`src/common/usr_pkg.sv`:
```
/*
 * Constants for the four-stage universal shift register and its word buffer.
 * Assumes nothing beyond a SystemVerilog compiler; holds definitions only.
 */
package usr_pkg;

	localparam int unsigned USR_STAGES    = 4;
	localparam int unsigned USR_BUF_DEPTH = 2;
	localparam int unsigned USR_PTR_W     = 1;
	localparam int unsigned USR_CNT_W     = 2;

	// Stage positions: first stage is bit 0, last stage is bit 3
	localparam int unsigned USR_FIRST = 0;
	localparam int unsigned USR_LAST  = USR_STAGES - 1;

	localparam logic [USR_STAGES-1:0] USR_STAGE_RST = 4'h0;
	localparam logic [USR_CNT_W-1:0]  USR_CNT_FULL  = 2'h2;
	localparam logic [USR_CNT_W-1:0]  USR_CNT_ZERO  = 2'h0;

	// Select encoding {mode_select_high, mode_select_low}
	localparam logic [1:0] USR_SEL_HOLD  = 2'h0;
	localparam logic [1:0] USR_SEL_RIGHT = 2'h1;
	localparam logic [1:0] USR_SEL_LEFT  = 2'h2;
	localparam logic [1:0] USR_SEL_LOAD  = 2'h3;

	// Decoded operation, one-hot
	typedef enum logic [3:0] {
		USR_OP_HOLD  = 4'h1,
		USR_OP_RIGHT = 4'h2,
		USR_OP_LEFT  = 4'h4,
		USR_OP_LOAD  = 4'h8
	} usr_op_t;

endpackage

```
`src/core/usr_shift4.sv`:
```
/*
 * Four-stage bidirectional universal shift register with a word stream of
 * every content changed by a load or shift through a two-entry buffer.
 * Assumes mode, serial and parallel inputs are synchronous to i_clk and that
 * each rising edge of i_clk with i_step, o_step_ready and i_clear_n high is one register clock edge.
 */
// Operation
// - Four stages, first to last, each with its parallel output and input.
// - Clear low forces all stage outputs low at once, overriding everything.
// - Both selects high with clear high loads parallel inputs on rising edge.
// - Parallel load ignores both serial inputs.
// - Select-low high, select-high low shifts from first stage toward last.
// - In right shift the first stage takes the right serial input.
// - Left shift moves last toward first; last stage takes left serial input.
// - Both selects low keeps all stages unchanged.
// - Stage contents change only on rising clock edges, apart from clear.
`timescale 1ns/1ps

module usr_shift4
	import usr_pkg::*;
(
	input  wire logic                  i_clk,              // System clock, 20 MHz
	input  wire logic                  i_rst,              // Synchronous reset, active high
	input  wire logic                  i_clear_n,          // Direct clear, active low
	input  wire logic                  i_step,             // Register clock edge enable
	input  wire logic                  i_mode_select_low,  // Mode select, low bit
	input  wire logic                  i_mode_select_high, // Mode select, high bit
	input  wire logic                  i_serial_right,     // Serial input for right shift
	input  wire logic                  i_serial_left,      // Serial input for left shift
	input  wire logic [USR_STAGES-1:0] i_par_in,           // Parallel inputs, bit 0 first
	output logic                       o_step_ready,       // Step is accepted this cycle
	output logic                       o_stage_out_first,  // First stage output
	output logic                       o_stage_out_second, // Second stage output
	output logic                       o_stage_out_third,  // Third stage output
	output logic                       o_stage_out_last,   // Last stage output
	output logic [USR_STAGES-1:0]      o_stage_out,        // All stage outputs, bit 0 first
	output logic                       o_word_valid,       // Buffered content word valid
	output logic [USR_STAGES-1:0]      o_word_data,        // Buffered content word
	input  wire logic                  i_word_ready        // Receiver takes word
);

	typedef struct packed {
		logic [USR_STAGES-1:0] stage;
	} usr_state_t;

	usr_state_t            st_reg;
	usr_state_t            st_next;
	usr_op_t               op;
	logic [USR_STAGES-1:0] load_val;
	logic [USR_STAGES-1:0] right_val;
	logic [USR_STAGES-1:0] left_val;
	logic [USR_STAGES-1:0] shifted;
	logic                  buf_ready;
	logic                  edge_ok;
	logic                  changes;

	////////////////////////////////////////////////////////////////////////////////
	// Mode decode

	always_comb begin
		case ({i_mode_select_high, i_mode_select_low})
			USR_SEL_LOAD:  op = USR_OP_LOAD;
			USR_SEL_RIGHT: op = USR_OP_RIGHT;
			USR_SEL_LEFT:  op = USR_OP_LEFT;
			USR_SEL_HOLD:  op = USR_OP_HOLD;
			default:       op = USR_OP_HOLD;
		endcase
	end

	////////////////////////////////////////////////////////////////////////////////
	// Per-stage candidate values

	for (genvar g = 0; g < USR_STAGES; g++) begin : g_stage
		// Load takes only the parallel input, never a serial one
		assign load_val[g] = i_par_in[g];
		if (g == USR_FIRST) begin : g_first
			assign right_val[g] = i_serial_right;
		end else begin : g_right
			assign right_val[g] = st_reg.stage[g-1];
		end
		if (g == USR_LAST) begin : g_last
			assign left_val[g] = i_serial_left;
		end else begin : g_left
			assign left_val[g] = st_reg.stage[g+1];
		end
	end

	always_comb begin
		case (op)
			USR_OP_LOAD:  shifted = load_val;
			USR_OP_RIGHT: shifted = right_val;
			USR_OP_LEFT:  shifted = left_val;
			USR_OP_HOLD:  shifted = st_reg.stage;
			default:      shifted = st_reg.stage;
		endcase
	end

	////////////////////////////////////////////////////////////////////////////////
	// Edge acceptance: a full buffer stalls the step so no word is lost

	assign o_step_ready = buf_ready;
	assign edge_ok      = i_step && buf_ready && i_clear_n;
	assign changes      = edge_ok && (op != USR_OP_HOLD);

	always_comb begin
		st_next = st_reg;
		if (edge_ok) begin
			st_next.stage = shifted;
		end
		if (!i_clear_n) begin
			st_next.stage = USR_STAGE_RST;
		end
		if (i_rst) begin
			st_next.stage = USR_STAGE_RST;
		end
	end

	always_ff @(posedge i_clk) begin
		st_reg <= st_next;
	end

	////////////////////////////////////////////////////////////////////////////////
	// Outputs: clear masks the stages at once, before the next edge

	assign o_stage_out        = st_reg.stage & {USR_STAGES{i_clear_n}};
	assign o_stage_out_first  = o_stage_out[USR_FIRST];
	assign o_stage_out_second = o_stage_out[1];
	assign o_stage_out_third  = o_stage_out[2];
	assign o_stage_out_last   = o_stage_out[USR_LAST];

	////////////////////////////////////////////////////////////////////////////////
	// Content stream: each changing edge pushes the new content

	usr_buf2 u_buf (
		.i_clk   (i_clk),
		.i_rst   (i_rst),
		.i_valid (changes),
		.i_data  (shifted),
		.o_ready (buf_ready),
		.o_valid (o_word_valid),
		.o_data  (o_word_data),
		.i_ready (i_word_ready)
	);

endmodule

```
`src/core/usr_buf2.sv`:
```
/*
 * Two-entry word buffer with valid/ready on both sides.
 * Assumes one clock and a synchronous active-high reset shared with its user.
 */
`timescale 1ns/1ps

module usr_buf2
	import usr_pkg::*;
(
	input  wire logic                  i_clk,     // System clock
	input  wire logic                  i_rst,     // Synchronous reset, active high
	input  wire logic                  i_valid,   // Write side word valid
	input  wire logic [USR_STAGES-1:0] i_data,    // Write side word
	output logic                       o_ready,   // Write side can accept
	output logic                       o_valid,   // Read side word valid
	output logic [USR_STAGES-1:0]      o_data,    // Read side word
	input  wire logic                  i_ready    // Read side takes word
);

	typedef struct packed {
		logic [USR_BUF_DEPTH-1:0][USR_STAGES-1:0] mem;
		logic [USR_PTR_W-1:0]                     wr_ptr;
		logic [USR_PTR_W-1:0]                     rd_ptr;
		logic [USR_CNT_W-1:0]                     count;
	} usr_buf_t;

	usr_buf_t st_reg;
	usr_buf_t st_next;
	logic     push;
	logic     pop;

	////////////////////////////////////////////////////////////////////////////////

	assign o_ready = (st_reg.count != USR_CNT_FULL);
	assign o_valid = (st_reg.count != USR_CNT_ZERO);
	assign o_data  = st_reg.mem[st_reg.rd_ptr];
	assign push    = i_valid && o_ready;
	assign pop     = o_valid && i_ready;

	always_comb begin
		st_next = st_reg;
		if (push) begin
			st_next.mem[st_reg.wr_ptr] = i_data;
			st_next.wr_ptr = st_reg.wr_ptr + 1'b1;
		end
		if (pop) begin
			st_next.rd_ptr = st_reg.rd_ptr + 1'b1;
		end
		case ({push, pop})
			2'h2: st_next.count = st_reg.count + 2'h1;
			2'h1: st_next.count = st_reg.count - 2'h1;
			default: st_next.count = st_reg.count;
		endcase
		if (i_rst) begin
			st_next = '0;
		end
	end

	always_ff @(posedge i_clk) begin
		st_reg <= st_next;
	end

endmodule

```
`config.mk`:
```
export PLATFORM = sky130hd
export DESIGN_NAME = usr_shift4
export DESIGN_NICKNAME = d
export VERILOG_FILES = /design/src/common/usr_pkg.sv /design/src/core/usr_shift4.sv /design/src/core/usr_buf2.sv
export SDC_FILE = /design/constraint.sdc
export NUM_CORES = 1
export LEC_CHECK = 0
export ABC_AREA = 1
export BUFFER_PORTS_ARGS = -buffer_cell sky130_fd_sc_hd__clkbuf_2
export CELL_PAD_IN_SITES_DETAIL_PLACEMENT = 2
export CELL_PAD_IN_SITES_GLOBAL_PLACEMENT = 2
export CORE_MARGIN = 2
export CORE_UTILIZATION = 27
export DETAILED_ROUTE_END_ITERATION = 7
export MAX_ROUTING_LAYER = met4
export PLACE_DENSITY_LB_ADDON = 0.3
export SYNTH_ARGS = -nofsm -noshare
export SYNTH_HDL_FRONTEND = slang
export SYNTH_HIERARCHICAL = 1
export SYNTH_SLANG_ARGS = --single-unit
```
`constraint.sdc`:
```
create_clock -name i_clk -period 2.3 [get_ports i_clk]
set_input_delay 0.46 -clock i_clk [delete_from_list [all_inputs] [get_ports i_clk]]
set_output_delay 0.46 -clock i_clk [all_outputs]
set_load 0.1 [all_outputs]
```
==> metrics.md <==
| Metric | Value |
|---|---|
| Status | finished clean |
| First-pass GRT wire length | around 5200 um |
| Max cap viols | 0 |
| Nature of the critical path endpoint | output pin |
| RSZ-0062 raised after global routing | false |
| Post-layout minimum cycle time | 1.94 ns |
| Post_cts resized | 0 |
| Top-count cell post-synth | inv_1 |
| Crit. Startpoint | u_buf/st_reg[0] |
| Worst-path fanout max | 13 |
| Most crowded layer after global routing | met2 |
| Reg2reg start | u_buf/st_reg[0] |
| Initial antenna violation count | 0 |
| CTS H-tree depth | 1 |
| CTS tree | yes |
| Final WL | 2950 um |
| Skew-Pair Late Insertion Delay | 0.24 ns |
| Synthesized area | about 1100 um^2 |
| Critical Path Start Type | flop |
| # nets final | about 200 |
| Drt first-iter violations | 31 |
| Total design power | 0.889 mW |
| Met3 usage | 3.89% |
| Met2 Use GR | 27.9% |
| Crit path kind | reg2out |
| Max stage delay cell, worst path | clkbuf_2 |
| Commonest cells in the netlist | inv_1 (32), nand2_1 (30), nor2_1 (23) |
| Leakage Power | 0.636 nW |
| Arrival time worst endpoint | 1.48 ns |
| Post-route ant nets | 0 |
| #FFs+latches synth | 16 |
| Dpl cell area | 1190 um^2 |
| Routability congestion estimate from global placement | 0.762 |
| Clock-pin slew on the worst setup and hold paths | roughly 0.060 ns |
| Worst Path Buf+Inv | 2 |
| Hold path start | i_rst |
| Largest cells by area after synthesis | dfxtp_1 (30%), inv_1 (11%), nand2_1 (11%) |
| Met1 usage in global routing | between 10% and 20% |
| Fin area | 1240 um^2 |
| Max reg flops | 12 |
| Ant diodes | 0 |
| Gr usage total | between 10% and 20% |
| Worst VDD drop | approximately 0.36 mV |
| Vias per std cell | 4.67 |
| Pin count of the biggest net entering global routing | 17 |
| DR vias | roughly 1100 |
| Fmax | ~0.52 GHz |
| CTS Hold Bufs | 0 |
| Total clock sinks | 16 |
| PwrDens | ~720 nW/um^2 |
| Wire length per cell | 12.5 um |
| Ports | 27 |
| Final setup fails | 0 |
| Post-synth EDFFs | 0 |
| Slowest stage delay, CP | 0.52 ns |
| Synth Warn # | 6 |
| Top delay family on crit path | buffers and inverters |
| Remaining global-route overflow | 0 |
| Port Buf Inserts | 26 |
| CTS Buffer Depth | 2 |
| Core area | 3720 um^2 |
| Async set or reset register ratio after synthesis | 0% |
| Share of cells above drive strength 1 | 22.8% |
| Die area | between 4000 and 5000 um^2 |
| Final worst path period share | 84.1% |
| Worst slew pin tran | 0.547 ns |
| Fin util | 33.4% |
| Post-Syn Instances | 168 |
| Final hold violations | 0 |
| Pre-antenna DRT Iters | 3 |
| DR DRC count | 0 |
| Synth area leader | dfxtp_1 |
| Min-Delay Path Class | in2reg |
| Clock root buffer master | clkbuf_8 |
| Worst slew margin | 63.7% |
| Primary FF master, synth | dfxtp_1 |
| Worst Path Required | 1.84 ns |
| Syn Area/Cell | 6.35 um^2 |
| Vias in the first global route | 1179 |
| Synth top area share | 30.0% |
| Num CTS Buffers | 3 |
| Synthesis-to-finish area growth | 16.5% |
| Fin. max-slew vios | 0 |
| Post-synth cell types | 24 |
| Seq/Total Area, Yosys | 30.0% |
| DP HPWL | between 2000 and 2500 um |
| Die Span Y | between 60 and 70 um |
| Clock Skew | 0.00108 ns |
| Placed cells | about 230 |
| CP Cell Sequence | inv_2 -> nand2_2 -> clkbuf_2 |
| Initial core utilization | 28.7% |
| Row count | 22 |
| Syn Nets | ~180 |
| Die X | 66.8 um |
| Post-route insts no fill | about 240 |
| Post-CTS Setup Repair Bufs | 0 |
layout by cell type (no fill, tap or decap), types with 2 or more instances in the layout:
| master | netlist | layout |
|---|---|---|
| o21ai_0 | 6 | 6 |
| nand3_1 | 12 | 12 |
| clkbuf_8 | 0 | 4 |
| nand2_1 | 30 | 30 |
| a31oi_1 | 4 | 4 |
| inv_1 | 32 | 32 |
| o21bai_1 | 4 | 4 |
| o21ai_1 | 4 | 4 |
| nor3_1 | 4 | 4 |
| nor2_1 | 23 | 23 |
| inv_2 | 3 | 3 |
| nand3_2 | 3 | 3 |
| nand2_2 | 2 | 2 |
| clkbuf_2 | 0 | 26 |
| nand4_1 | 9 | 9 |
| dfxtp_1 | 16 | 16 |
kinds of logic (layout without fill, tap and decap cells):
family,Yosys count,after routing,synth area share [%]
adder cells (fa/ha/maj),1,1,1.17
AND/OR/NAND/NOR,86,86,38.1
flip-flops,16,16,30.0
buffers and inverters,45,66,19.5
AO/OA/AOI/OAI,20,20,11.1
worst reg2reg max path: stages, from the launching register on:
cell and delay (ns):
dfxtp_1 0.38, inv_2 0.08, nand2_2 0.25, nand3_2 0.21
nor2_4 0.16, nand2_4 0.07, ha_1 0.32, inv_1 0.08
nand2_1 0.05, nor2_1 0.08, nor2_1 0.04, nor2_1 0.10
area by class of cell:
type	count	area, um^2
flip-flops and latches	16	320
fillers	486	2470
inverters	35	131
clock buffers	4	55.1
well taps	48	60.1
multi-input cells	107	538
repair buffers	27	138
layer usage:
layer  vias to the layer above  part of all wire, %
met1                       518                   46
met2                        20                   50
met3                         2                  3.6
met5                         -                    0
li1                        567                    -
met4                         0                 0.34
where the power goes:
part | total (mW) | switching, mW | internal, mW
Sequential | 0.323 | 0.0238 | 0.299
Clock | 0.244 | 0.0922 | 0.152
Combinational | 0.322 | 0.250 | 0.0723
Total | 0.889 | 0.366 | 0.523
worst paths after layout:
kind	endpoint	slack, ns	cells past startpoint
min	u_buf/st_reg[3]	0.42	2
min reg2reg	u_buf/st_reg[9]	0.52	4
max	o_step_ready	0.36	3
max reg2reg	u_buf/st_reg[1]	0.42	11
per-stage QoR:
stage	hold WS [ns]	setup slack (ns)	setup TNS [ns]
4_1_cts	0.415	0.342	0
5_1_grt	0.412	0.203	0
3_3_place_gp	0.500	0.560	0
6_report	0.422	0.365	0
3_5_place_dp	0.513	0.394	0
2_1_floorplan	0.486	-0.748	-2.99
Power figures use the tool's default switching activity.
